--- src/design/sysref_cfg_defines.svh ---
// Purpose: Offsets, field positions, reset values and counts of the
//          serial configuration bank for the SYSREF control block.
// Assumes: Byte-wide registers on a 15-bit serial address.
// Notes:   Definitions only; included by bare name.
`ifndef SYSREF_CFG_DEFINES_SVH
`define SYSREF_CFG_DEFINES_SVH

// =====================================================================
// Register offsets (byte addresses on the serial port)
`define OFS_MAKER_ID_LO     15'h000C
`define OFS_MAKER_ID_HI     15'h000D
`define OFS_USER_SERIAL_CFG 15'h0010
`define OFS_SYSREF_CLK_CTRL 15'h0029
`define OFS_EDGE_POS_B0     15'h002C
`define OFS_EDGE_POS_B1     15'h002D
`define OFS_EDGE_POS_B2     15'h002E

// =====================================================================
// Fixed values and reset values
`define MAKER_ID_VALUE      16'h5A5A  // Arbitrary neutral code
`define USER_SERIAL_CFG_RST 8'h00
`define SYSREF_CLK_CTRL_RST 8'h00

// =====================================================================
// Field positions
`define BIT_ADDR_FREEZE     0
`define BIT_PROC_EN         6
`define BIT_RECV_EN         5
`define BIT_FINE_WINDOW     4
`define SEL_MSB             3
`define SEL_LSB             0

// =====================================================================
// Frame counts: 16 header bits, 8 bits a data byte
`define HDR_LAST_BIT        4'hF
`define BYTE_LAST_BIT       4'h7

`endif

--- src/design/sysref_cfg_pkg.sv ---
// Purpose: Types shared by the serial engine and the register bank.
// Assumes: Constants live in the defines header.
// Notes:   Enum codes are written out.
package sysref_cfg_pkg;

  // ===================================================================
  // Serial frame phases
  typedef enum logic [1:0]
  {
    PH_IDLE   = 2'b00,
    PH_HEADER = 2'b01,
    PH_WRITE  = 2'b10,
    PH_READ   = 2'b11
  } phase_t;

  typedef logic [14:0] reg_addr_t;
  typedef logic [7:0]  reg_byte_t;
  typedef logic [23:0] edge_pos_t;

endpackage : sysref_cfg_pkg

--- src/design/reg_access_if.sv ---
// Purpose: Byte access path from the serial engine to the register bank.
// Assumes: Single core clock on both sides.
// Notes:   Write is a one-cycle strobe; read data is combinational.
interface reg_access_if;
  import sysref_cfg_pkg::*;

  logic      wr_en;
  reg_addr_t wr_addr;
  reg_byte_t wr_data;
  reg_addr_t rd_addr;
  reg_byte_t rd_data;

  modport engine
  (
    output wr_en,
    output wr_addr,
    output wr_data,
    output rd_addr,
    input  rd_data
  );

  modport bank
  (
    input  wr_en,
    input  wr_addr,
    input  wr_data,
    input  rd_addr,
    output rd_data
  );
endinterface : reg_access_if

--- src/design/sysref_reg_bank.sv ---
// Purpose: Maker code, user serial config and SYSREF clock control.
// Assumes: Writes arrive as one-cycle strobes from the serial engine.
// Notes:   Unmapped addresses read zero and ignore writes.
`include "sysref_cfg_defines.svh"

module sysref_reg_bank
  import sysref_cfg_pkg::*;
(
  // Clock and reset
  input  wire logic       i_core_clk,
  input  wire logic       i_rst,
  // Access path
  reg_access_if.bank      acc,
  // Device side
  input  wire edge_pos_t  i_edge_position,
  output logic            o_addr_freeze,
  output logic [7:0]      o_clk_ctrl
);

  logic      freeze_r;
  logic [6:0] clk_ctrl_r;
  edge_pos_t edge_pos_r;

  // Constants held at their own width; a bare literal cannot be sliced
  localparam logic [15:0] MAKER_CODE = `MAKER_ID_VALUE;
  localparam logic [7:0]  USER_RST   = `USER_SERIAL_CFG_RST;
  localparam logic [7:0]  CTRL_RST   = `SYSREF_CLK_CTRL_RST;

  // ===================================================================
  // Writable state; reserved bits are not stored and read as zero
  always_ff @(posedge i_core_clk)
  begin
    if (i_rst)
      freeze_r <= USER_RST[`BIT_ADDR_FREEZE];
    else if (acc.wr_en && acc.wr_addr == `OFS_USER_SERIAL_CFG)
      freeze_r <= acc.wr_data[`BIT_ADDR_FREEZE];
  end

  // Clock control: receiver, processor, fine window, delay select
  always_ff @(posedge i_core_clk)
  begin
    if (i_rst)
      clk_ctrl_r <= CTRL_RST[6:0];
    else if (acc.wr_en && acc.wr_addr == `OFS_SYSREF_CLK_CTRL)
      clk_ctrl_r <= acc.wr_data[6:0];
  end

  // Edge position is registered so reads see a stable byte
  always_ff @(posedge i_core_clk)
  begin
    if (i_rst)
      edge_pos_r <= '0;
    else
      edge_pos_r <= i_edge_position;
  end

  // ===================================================================
  // Read decode; maker code has no write path at all
  always_comb
  begin
    case (acc.rd_addr)
      `OFS_MAKER_ID_LO:     acc.rd_data = MAKER_CODE[7:0];
      `OFS_MAKER_ID_HI:     acc.rd_data = MAKER_CODE[15:8];
      `OFS_USER_SERIAL_CFG: acc.rd_data = {7'h00, freeze_r};
      `OFS_SYSREF_CLK_CTRL: acc.rd_data = {1'b0, clk_ctrl_r};
      `OFS_EDGE_POS_B0:     acc.rd_data = edge_pos_r[7:0];
      `OFS_EDGE_POS_B1:     acc.rd_data = edge_pos_r[15:8];
      `OFS_EDGE_POS_B2:     acc.rd_data = edge_pos_r[23:16];
      default:              acc.rd_data = 8'h00;
    endcase
  end

  assign o_addr_freeze = freeze_r;
  assign o_clk_ctrl    = {1'b0, clk_ctrl_r};

endmodule : sysref_reg_bank

--- src/design/spi_config_sysref_control.sv ---
// Purpose: Serial configuration port with the SYSREF control registers.
// Assumes: Serial clock half period of at least three core clocks.
// Notes:   Frame is R/W bit, 15-bit address, then streamed data bytes.
//
// Functional notes
// Maker identification is 16 bits, read only, always the fixed code.
// User serial config at 0x10 resets to 0x00; bits 7..1 reserved.
// Freeze bit clear: streaming address steps per direction setting.
// Freeze bit set: address stays fixed for the whole stream.
// Clock control register resets to 0x00; bit 7 reserved.
// Bit 5 enables the SYSREF receiver; off after reset.
// Bit 6 enables the SYSREF processor; off after reset.
// Host enables the receiver before the processor.
// Bit 4 selects finer SYSREF window delay steps.
// Host sets fine window at high rates with multiple valid windows.
// Bits 3..0 select the SYSREF capture delay.
// Host picks delay select from the edge position readback.
// Host leaves delay select at zero for automatic calibration.
// Direction 1 increments, 0 decrements; increment by default.
// A 24-bit edge position status is readable.
// Writes to the maker code are ignored without side effects.
`include "sysref_cfg_defines.svh"

module spi_config_sysref_control
(
  // Clock and reset
  input  wire logic                   i_core_clk,
  input  wire logic                   i_rst,
  // Serial configuration pins
  input  wire logic                   i_spi_sclk,
  input  wire logic                   i_spi_cs_n,
  input  wire logic                   i_spi_sdi,
  output logic                        o_spi_sdo,
  output logic                        o_spi_sdo_oe,
  // Address direction from the device configuration
  input  wire logic                   i_addr_ascend,
  // SYSREF datapath
  input  wire sysref_cfg_pkg::edge_pos_t i_sysref_edge_position,
  output logic                        o_sysref_receiver_enable,
  output logic                        o_sysref_processor_enable,
  output logic                        o_sysref_fine_window,
  output logic [3:0]                  o_sysref_delay_select,
  output logic                        o_sysref_auto_cal_ok
);
  import sysref_cfg_pkg::*;

  // ===================================================================
  // Declarations
  logic [1:0] sclk_sync_r;
  logic [1:0] csn_sync_r;
  logic [1:0] sdi_sync_r;
  logic       sclk_prev_r;
  logic       sclk_rise;
  logic       sclk_fall;
  logic       cs_act;
  logic       sdi_bit;
  phase_t     phase_r;
  logic [3:0] bit_cnt_r;
  logic [14:0] shift_r;
  reg_addr_t  addr_r;
  reg_addr_t  addr_nxt;
  logic       wr_en_r;
  reg_addr_t  wr_addr_r;
  reg_byte_t  wr_data_r;
  logic       load_pend_r;
  reg_byte_t  tx_r;
  logic       sdo_r;
  logic       addr_freeze;
  logic [7:0] clk_ctrl;
  logic       hdr_done;
  logic       byte_done;

  reg_access_if acc ();

  // ===================================================================
  // Pin synchronisers; only stage 2 ([1]) is looked at by logic
  always_ff @(posedge i_core_clk)
  begin
    if (i_rst)
    begin
      sclk_sync_r <= 2'h0;
      csn_sync_r  <= 2'h3;
      sdi_sync_r  <= 2'h0;
      sclk_prev_r <= 1'b0;
    end
    else
    begin
      sclk_sync_r <= {sclk_sync_r[0], i_spi_sclk};
      csn_sync_r  <= {csn_sync_r[0], i_spi_cs_n};
      sdi_sync_r  <= {sdi_sync_r[0], i_spi_sdi};
      sclk_prev_r <= sclk_sync_r[1];
    end
  end

  // Edges seen on the synchronised serial clock
  assign sclk_rise = sclk_sync_r[1] & ~sclk_prev_r;
  assign sclk_fall = ~sclk_sync_r[1] & sclk_prev_r;
  assign cs_act    = ~csn_sync_r[1];
  assign sdi_bit   = sdi_sync_r[1];
  assign hdr_done  = (phase_r == PH_HEADER) && sclk_rise &&
                     (bit_cnt_r == `HDR_LAST_BIT);
  assign byte_done = ((phase_r == PH_WRITE) || (phase_r == PH_READ)) &&
                     sclk_rise && (bit_cnt_r == `BYTE_LAST_BIT);

  // ===================================================================
  // Streaming address step: hold, increment or decrement
  always_comb
  begin
    if (addr_freeze)
      addr_nxt = addr_r;
    else if (i_addr_ascend)
      addr_nxt = reg_addr_t'(addr_r + 15'h0001);
    else
      addr_nxt = reg_addr_t'(addr_r - 15'h0001);
  end

  // ===================================================================
  // Frame phase and bit counter; chip select high aborts any frame
  always_ff @(posedge i_core_clk)
  begin
    if (i_rst || !cs_act)
    begin
      phase_r   <= PH_IDLE;
      bit_cnt_r <= 4'h0;
    end
    else
    begin
      case (phase_r)
        PH_IDLE:
          phase_r <= PH_HEADER;
        PH_HEADER:
          if (sclk_rise)
          begin
            bit_cnt_r <= hdr_done ? 4'h0 : bit_cnt_r + 4'h1;
            if (hdr_done)
              phase_r <= shift_r[14] ? PH_READ : PH_WRITE;
          end
        PH_WRITE, PH_READ:
          if (sclk_rise)
            bit_cnt_r <= byte_done ? 4'h0 : bit_cnt_r + 4'h1;
        default:
          phase_r <= PH_IDLE;
      endcase
    end
  end

  // Input shifter, MSB first
  always_ff @(posedge i_core_clk)
  begin
    if (i_rst)
      shift_r <= 15'h0000;
    else if (cs_act && sclk_rise)
      shift_r <= {shift_r[13:0], sdi_bit};
  end

  // ===================================================================
  // Address: loaded from the header, stepped after each data byte
  always_ff @(posedge i_core_clk)
  begin
    if (i_rst)
      addr_r <= 15'h0000;
    else if (cs_act && hdr_done)
      addr_r <= {shift_r[13:0], sdi_bit};
    else if (cs_act && byte_done)
      addr_r <= addr_nxt;
  end

  // Write strobe carries the address of the byte just received
  always_ff @(posedge i_core_clk)
  begin
    if (i_rst)
    begin
      wr_en_r   <= 1'b0;
      wr_addr_r <= 15'h0000;
      wr_data_r <= 8'h00;
    end
    else
    begin
      wr_en_r <= cs_act && byte_done && (phase_r == PH_WRITE);
      if (byte_done)
      begin
        wr_addr_r <= addr_r;
        wr_data_r <= {shift_r[6:0], sdi_bit};
      end
    end
  end

  // ===================================================================
  // Read path: fetch one cycle after the address settles, shift out on
  // falling serial edges so the host samples on the rising edge
  always_ff @(posedge i_core_clk)
  begin
    if (i_rst || !cs_act)
      load_pend_r <= 1'b0;
    else
      load_pend_r <= hdr_done ? shift_r[14] :
                     (byte_done && phase_r == PH_READ);
  end

  // Load wins over shift; the clock period bound keeps them apart
  always_ff @(posedge i_core_clk)
  begin
    if (i_rst)
    begin
      tx_r  <= 8'h00;
      sdo_r <= 1'b0;
    end
    else if (load_pend_r)
      tx_r <= acc.rd_data;
    else if (phase_r == PH_READ && sclk_fall)
    begin
      sdo_r <= tx_r[7];
      tx_r  <= {tx_r[6:0], 1'b0};
    end
  end

  assign acc.wr_en   = wr_en_r;
  assign acc.wr_addr = wr_addr_r;
  assign acc.wr_data = wr_data_r;
  assign acc.rd_addr = addr_r;

  // ===================================================================
  // Register bank
  sysref_reg_bank u_bank
  (
    .i_core_clk      (i_core_clk),
    .i_rst           (i_rst),
    .acc             (acc.bank),
    .i_edge_position (i_sysref_edge_position),
    .o_addr_freeze   (addr_freeze),
    .o_clk_ctrl      (clk_ctrl)
  );

  // ===================================================================
  // Outputs; processor enable is passed as written since the host
  // orders it after the receiver
  assign o_spi_sdo    = sdo_r;
  assign o_spi_sdo_oe = (phase_r == PH_READ);
  assign o_sysref_receiver_enable  = clk_ctrl[`BIT_RECV_EN];
  assign o_sysref_processor_enable = clk_ctrl[`BIT_PROC_EN];
  assign o_sysref_fine_window      = clk_ctrl[`BIT_FINE_WINDOW];
  assign o_sysref_delay_select     = clk_ctrl[`SEL_MSB:`SEL_LSB];
  // Automatic calibration only runs while delay select is zero
  assign o_sysref_auto_cal_ok =
    (clk_ctrl[`SEL_MSB:`SEL_LSB] == 4'h0);

endmodule : spi_config_sysref_control

--- config.mk ---
export PLATFORM = sky130hd
export DESIGN_NAME = spi_config_sysref_control
export DESIGN_NICKNAME = d
export VERILOG_FILES = /design/src/design/sysref_cfg_pkg.sv /design/src/design/reg_access_if.sv /design/src/design/sysref_reg_bank.sv /design/src/design/spi_config_sysref_control.sv
export VERILOG_INCLUDE_DIRS = /design/src /design/src/design
export SDC_FILE = /design/constraint.sdc
export NUM_CORES = 1
export LEC_CHECK = 0
export CORE_ASPECT_RATIO = 1.5
export CORE_MARGIN = 4
export CORE_UTILIZATION = 45
export CTS_BUF_LIST = sky130_fd_sc_hd__clkbuf_2 sky130_fd_sc_hd__clkbuf_4 sky130_fd_sc_hd__clkbuf_8
export CTS_CLUSTER_SIZE = 12
export DETAILED_ROUTE_END_ITERATION = 7
export DONT_BUFFER_PORTS = 1
export MAX_ROUTING_LAYER = met4
export PLACE_DENSITY = 0.63
export SLEW_MARGIN = 0
export SYNTH_ARGS = -nofsm -noshare
export SYNTH_HDL_FRONTEND = slang
export SYNTH_SLANG_ARGS = --single-unit
--- constraint.sdc ---
create_clock -name i_core_clk -period 2.88 [get_ports i_core_clk]
set_clock_uncertainty 0.05 [all_clocks]
set_input_delay 0.144 -clock i_core_clk [delete_from_list [all_inputs] [get_ports i_core_clk]]
set_output_delay 0.144 -clock i_core_clk [all_outputs]
set_load 0.1 [all_outputs]
==> results of run 1 <==
[worst paths after layout]
check	start	endpoint	slack, ns	depth (start not counted)
setup reg to reg	acc.rd_addr[1]$_SDFFE_PP0P_	acc.rd_addr[14]$_SDFFE_PP0P_	0.38	8
setup / recovery	acc.rd_addr[1]$_SDFFE_PP0P_	acc.rd_addr[14]$_SDFFE_PP0P_	0.38	8
hold / removal	i_rst	acc.rd_addr[12]$_SDFFE_PP0P_	0.04	3
hold reg to reg	csn_sync_r[0]$_SDFF_PP1_	csn_sync_r[1]$_SDFF_PP1_	0.37	1
[metrics by stage]
step | hold WS [ns] | total power [mW] | instance area, um2
after floorplan | 0.198 | 1.62 | 4830
final | 0.0436 | 2.56 | 5530
after detailed placement | 0.174 | 1.62 | 5020
after global routing | 0.0617 | 2.65 | 5530
after CTS | 0.0356 | 2.58 | 5530
after global placement | 0.174 | 1.62 | 5020
[per-layer routing]
layer,share of wire [%],vias up,global-route usage [%]
met4,4.4,0,10.9
met5,0,-,-
met2,53,121,39.8
met3,3.6,37,4.18
li1,-,2048,-
met1,39,2018,22.2
[flip-flops by register name, summed over array words and instances (netlist names), 4 cells and up]
register and count:
u_bank.clk_ctrl_r 7, acc.wr_addr 15, acc.rd_addr 15, tx_r 8
shift_r 15, u_bank.edge_pos_r 24, bit_cnt_r 4, acc.wr_data 7
[report_power, final]
group | switching [mW] | internal [mW]
clock network | 0.574 | 0.344
logic | 0.0596 | 0.0568
registers | 0.0106 | 1.52
[worst max-delay path: stages (launching register included)]
cell and delay (ns):
dfxtp_1 0.50, inv_1 0.17, fa_1 0.43, nor2b_1 0.15, o21ai_0 0.13, o211a_1 0.29
o221a_2 0.27, o311ai_0 0.31, nand2_1 0.10
[cells by family (layout without fill, tap and decap cells)]
family / Yosys count / after routing
mux: 10 / 10
buf+inv: 40 / 71
compound gates: 137 / 137
xor+xnor: 11 / 11
fa+ha+maj: 15 / 15
simple gates: 240 / 240
flops: 108 / 108
[final cells by class]
| class | count | area [um2] |
|---|---|---|
| fillers | 1009 | 5000 |
| multi-input cells | 413 | 2520 |
| flip-flops and latches | 108 | 2160 |
| repair buffers | 45 | 428 |
| well taps | 144 | 180 |
| clock buffers | 9 | 124 |
| clock inverters | 7 | 80.1 |
| inverters | 10 | 37.5 |
[layout by cell type (no fill, tap or decap), drive strengths merged, types with 5 or more instances in the layout]
| master | synthesis | layout |
|---|---|---|
| dfxtp | 108 | 108 |
| nand2 | 92 | 92 |
| a21oi | 66 | 66 |
| nor2 | 51 | 51 |
| nor2b | 33 | 33 |
| dlygate4sd3 | 0 | 28 |
| buf | 5 | 17 |
| o21ai | 15 | 15 |
| ha | 14 | 14 |
| nor4 | 14 | 14 |
| inv | 10 | 12 |
| a222oi | 11 | 11 |
| mux2i | 10 | 10 |
| a22oi | 10 | 10 |
| nor3 | 10 | 10 |
| clkbuf | 25 | 9 |
| o221ai | 8 | 8 |
| nand2b | 7 | 7 |
| xnor2 | 7 | 7 |
| or2 | 7 | 7 |
| nand3 | 6 | 6 |
| or3 | 5 | 5 |
==> metrics, run 1 <==
final setup vio count 0; ANT cells 0; largest family of logic cells by synthesized area simple AND/OR/NAND/NOR gates; antenna violations before repair 0; Root Driver clkbuf_8; asr flop ratio synth 0%; flops & latches, synth approximately 110; initial core utilization 45.8%; synth top area cells dfxtp_1 45%, nand2_1 7.2%, a21oi_1 6.8%, nor2b_1 4.3%, nor2_1 4.0%; Cell Area, Synth 4830 um2; Post-synth EDFFs 0; detailed-route via count roughly 4.2k; Synth top cells by count 108 x dfxtp_1, 92 x nand2_1, 66 x a21oi_1, 51 x nor2_1, 33 x nor2b_1; setup ws final 0.385 ns; fraction of layout cells with a size suffix above 1 8.78%; number of remaining DRC errors 0; initial DRC count between 200 and 250; crit-path max FO 7; Post-Synth Simple-Gate Area about a quarter; CP Launch Type flip-flop; Worst EP arrival about 2.7 ns; hold-fix buffers at CTS 29; Num CTS Buffers 9; CTS tree done; run status completed; # Max-Cap Violations 0; count of pins over their slew limit 0; DRT antenna net count 0; largest net degree at the start of global routing 96; total track usage between 20 and 25%; largest area contributor in the netlist dfxtp_1; Leakage 2.03 nW; final number of hold-violating endpoints 0; WS Path Type reg2reg; peak supply drop ~0.00020 V; Hold WC Path Type in2reg; Skew-Pair Late Insertion Delay 0.39 ns; Mapped Cells 561; Final Util 52.5%; Final Cycle Share between 80 and 90%; Layout Nets between 600 and 700; Pwr Density 463 nW/um2; Mean Syn Cell Area about 8.6 um2; Synth Area in Compound Gates between 10% and 20%; Port Buf Inserts 0; level count of the clock H-tree 3; worst path required time 3.10 ns; Finished Layout Cells 736; Worst Max-Slew Pin Slew around 0.98 ns; XOR/XNOR Fraction of Synth Area 2.00%; gpl congestion 0.876; register area share after synthesis 44.8%; vias in the first global route 4184; Worst setup EP type flip-flop; row count 46; WL/cell approximately 17 um; most numerous cell in the Yosys netlist dfxtp_1; via/cell ratio around 5.7; Die W 92.6 um; synth unique cells 59; number of top-level pins 40; fmax roughly 400 MHz; Syn Nets approximately 610; core box area approximately 11000 um2; RSZ-0062 raised after global routing no; routed wire length 12.9 mm; cts repair resizes 0; share of the synthesized area in the top cell type 44.8%; DR pass1 iterations 5; placed cells around 690; die span in y 135 um; Final min period 2.50 ns; grt ovf 0; Post-synth top flop dfxtp_1; DIE AREA 12500 um2; first-pass GRT wire length ~21 mm; Reg clk slew, reported paths 0.10 ns; post-synthesis mux area share 2.07%; CTS max path bufs 2; Yosys warning count 0; pre-CTS setup slack 0.412 ns; Post-CTS Setup Bufs 0; TNS Setup 0 ns; relative slew slack 35.0%; Sink Count roughly 110; detailed placement HPWL 8.97 mm; synth-to-layout area growth 14.5%; Post-Synth Adder-Cell Area 4.04%
(Power assumes the default switching activity.)
==> run 2: changes to the inputs <==
--- a/config.mk
+++ b/config.mk
@@ -6,6 +6,9 @@
 export SDC_FILE = /design/constraint.sdc
 export NUM_CORES = 1
 export LEC_CHECK = 0
+export ABC_AREA = 1
+export CELL_PAD_IN_SITES_DETAIL_PLACEMENT = 0
+export CELL_PAD_IN_SITES_GLOBAL_PLACEMENT = 1
 export CORE_ASPECT_RATIO = 1.5
 export CORE_MARGIN = 4
 export CORE_UTILIZATION = 45
@@ -14,7 +17,7 @@
 export DETAILED_ROUTE_END_ITERATION = 7
 export DONT_BUFFER_PORTS = 1
 export MAX_ROUTING_LAYER = met4
-export PLACE_DENSITY = 0.63
+export PLACE_DENSITY = 0.81
 export SLEW_MARGIN = 0
 export SYNTH_ARGS = -nofsm -noshare
 export SYNTH_HDL_FRONTEND = slang
==> run 2 against run 1 <==
Compared with the run above:
- sequential power barely moved
- worst hold slack got worse by 0.022 ns
- via count rose by 13%
- global-route usage fell by 0.67 points
- wire length rose by 5.0%
- area after synthesis rose by 7.7%
==> metrics, run 2 <==
DIE AREA 13400 um2 (+7.1%); synth-to-layout area growth 13.2%; grt ovf 0 (unchanged); Pwr Density 430 nW/um2 (-7.1%); multi-input logic area 2530 um2 (+0.40%); fraction of layout cells with a size suffix above 1 6.19% (-2.6 points); M1 WL 5.56 mm (+12%); initial DRC count 201 (-19%); Sink Count 108 (unchanged); WHS 0.0217 ns (-0.0219 ns); DRT antenna net count 0 (unchanged); Num CTS Buffers 9 (unchanged); final number of hold-violating endpoints 0 (unchanged); WL/cell 14.4 um (-18%); final setup vio count 0 (unchanged); commonest cells after routing, fill and taps aside 144 x nand2_1, 108 x dfxtp_1, 106 x nor2_1; routed wire length 13.5 mm (+5.0%); register area share after synthesis 41.6% (-3.2 points); initial core utilization 46.5% (+0.71 points); DR pass1 iterations 4 (-1); detailed placement HPWL 10.1 mm (+13%); Worst Max-Slew Pin Slew 0.962 ns (-0.0193 ns); Reg clk slew, reported paths 0.11 ns (about the same); clock power share 34.7% (-1.2 points); row count 47 (+2.2%); via/cell ratio 5.09 (-11%); Die W 95.8 um (+3.5%); Register Area 2160 um2 (unchanged); CTS max path bufs 2 (unchanged); largest net degree at the start of global routing 60 (-38%); Sw Ratio 25.0% (-0.17 points); total power draw 2.53 mW (-1.1%); CP Launch Type flip-flop; antenna violations before repair 0 (unchanged); largest area contributor in the netlist dfxtp_1; Hold WC Path Type in2reg; max FFs per register 24 (unchanged); peak supply drop 0.000256 V (+30%); fmax 480 MHz (+20%); Synth top cells by count 144 x nand2_1, 108 x dfxtp_1, 106 x nor2_1, 103 x inv_1, 82 x nand3_1; Mapped Cells 757 (+35%); Final Cycle Share 72.3% (-14 points); Top Layer Used met4; Cell Area, Synth 5200 um2 (+7.7%); synth unique cells 34 (-42%); most numerous cell in the Yosys netlist nand2_1; RSZ-0062 raised after global routing no; DR WL met3 388 um (-16%); share of the synthesized area in the top cell type 41.6% (-3.2 points); cell area after layout 5890 um2 (+6.5%); Post-synth top flop dfxtp_1; run status completed; most common cell after layout, fill and taps aside nand2_1; relative slew slack 35.7% (+0.74 points); Yosys warning count 0 (unchanged); number of remaining DRC errors 0 (unchanged); number of top-level pins 40 (unchanged); fillcell total 1139 (+13%); count of pins over their slew limit 0 (unchanged); WS Path Type reg2reg; asr flop ratio synth 0% (unchanged); Mean Syn Cell Area 6.87 um2 (-20%); gpl congestion 0.908 (+3.7%); Seq pwr share 60.1% (+0.5 points); setup ws final 0.797 ns (+0.412 ns); Port Buf Inserts 0 (unchanged); TNS Setup 0 ns (unchanged); detailed-route via count 4777 (+13%); Worst setup EP type flip-flop; vias in the first global route 4493 (+7.4%); Post-synth EDFFs 0 (unchanged); total track usage 21.2% (-0.67 points); Biggest register u_bank.edge_pos_r; first-pass GRT wire length 21.5 mm (+3.2%); # Max-Cap Violations 0 (unchanged); routed wl met2 7.21 mm (+5.3%); flops & latches, synth 108 (unchanged); Syn Nets 802 (+32%); synth top area cells dfxtp_1 42%, nand2_1 10%, nand3_1 7.9%, nor2_1 7.7%, inv_1 7.4%; combinational power share 5.1% (+0.6 points); Root Driver clkbuf_8; Power Internal 1.90 mW (-0.84%); NetSw 0.634 mW (-1.7%); Placed Area 5410 um2 (+7.8%); Layout Nets 832 (+32%); level count of the clock H-tree 3 (unchanged); core box area 11200 um2 (+6.1%); crit-path max FO 5 (-2); Leakage 2.77 nW (+36%); worst path required time 3.10 ns (about the same); CTS tree done; die span in y 140 um (+3.6%); Final min period 2.08 ns (-0.412 ns); Skew-Pair Late Insertion Delay 0.38 ns (about the same); ANT cells 0 (unchanged); R2R Setup Slk 0.80 ns (+0.41 ns); pre-CTS setup slack 0.844 ns (+0.432 ns); Worst EP arrival 2.30 ns (-0.42 ns)
-- run 2: cell types whose count changed after synthesis, sizes merged, moves of 12 or more --
| cell | previous run | this run |
|---|---|---|
| inv | 10 | 106 |
| nand3 | 6 | 85 |
| nor2 | 51 | 108 |
| nand2 | 92 | 144 |
| o21ai | 15 | 49 |
| nor2b | 33 | 0 |
| nand4 | 3 | 15 |
-- run 2: kinds of logic after synthesis --
group	count (synthesis)	share of synthesized area (%)
and+or+nand+nor	375	31.6
DFF	108	41.6
adders and majority gates	15	3.75
AOI/OAI and AO/OA	117	11.6
buffers and inverters	134	10.1
xor gates and xnor gates	8	1.35
-- run 2: repair_timing --
item / in CTS / in global routing
resized for setup: 0 / 0
hold endpoints to repair: 66 / 0
buffers inserted: 0 / 0
hold buffers: 28 / 0
-- run 2: routing by layer --
layer | up-vias | global-route usage [%]
li1 | 2486 | -
met1 | 2179 | 22.7
met2 | 87 | 38.1
met3 | 25 | 2.97
met4 | 0 | 8.92
met5 | - | -
-- run 2: stage by stage --
step,util [%],std cells
finish,52.7,939
floorplan,-,757
global route,52.7,939
CTS,52.7,939
detailed placement,48.4,895
global placement,48.4,895
-- run 2: final timing paths --
path | start | end | cells after the start
worst max-delay path | acc.rd_addr[0]$_SDFFE_PP0P_ | acc.rd_addr[14]$_SDFFE_PP0P_ | 10
worst min-delay path | i_rst | sdi_sync_r[1]$_SDFF_PP0_ | 2
worst max register to register | acc.rd_addr[0]$_SDFFE_PP0P_ | acc.rd_addr[14]$_SDFFE_PP0P_ | 10
worst min register to register | sdi_sync_r[0]$_SDFF_PP0_ | sdi_sync_r[1]$_SDFF_PP0_ | 2
-- run 2: final cells by class --
type / count / share of cell area, %
timing repair buffer: 45 / 7.23
multi-input combinational: 515 / 42.9
clock buffer: 9 / 2.10
tap: 147 / 3.12
sequential: 108 / 36.7
inverter: 108 / 6.89
clock inverter: 7 / 0.999
-- run 2: critical path: stages (launching register included) --
cell	delay, ns
dfxtp_1	0.38
inv_1	0.12
fa_1	0.43
o21ai_0	0.43
nand2_1	0.09
nand2_1	0.13
nand2_1	0.08
nand2_1	0.07
nand2_1	0.05
nand3_1	0.07
a21oi_1	0.06
-- run 2: power by group through the flow --
stage / combinational, mW / clock, mW / sequential [mW]
finish: 0.130 / 0.880 / 1.52
detailed placement: 0.0841 / 0 / 1.56
global placement: 0.0831 / 0 / 1.56
floorplan: 0.0755 / 0 / 1.55
global route: 0.145 / 0.972 / 1.53
CTS: 0.130 / 0.910 / 1.52
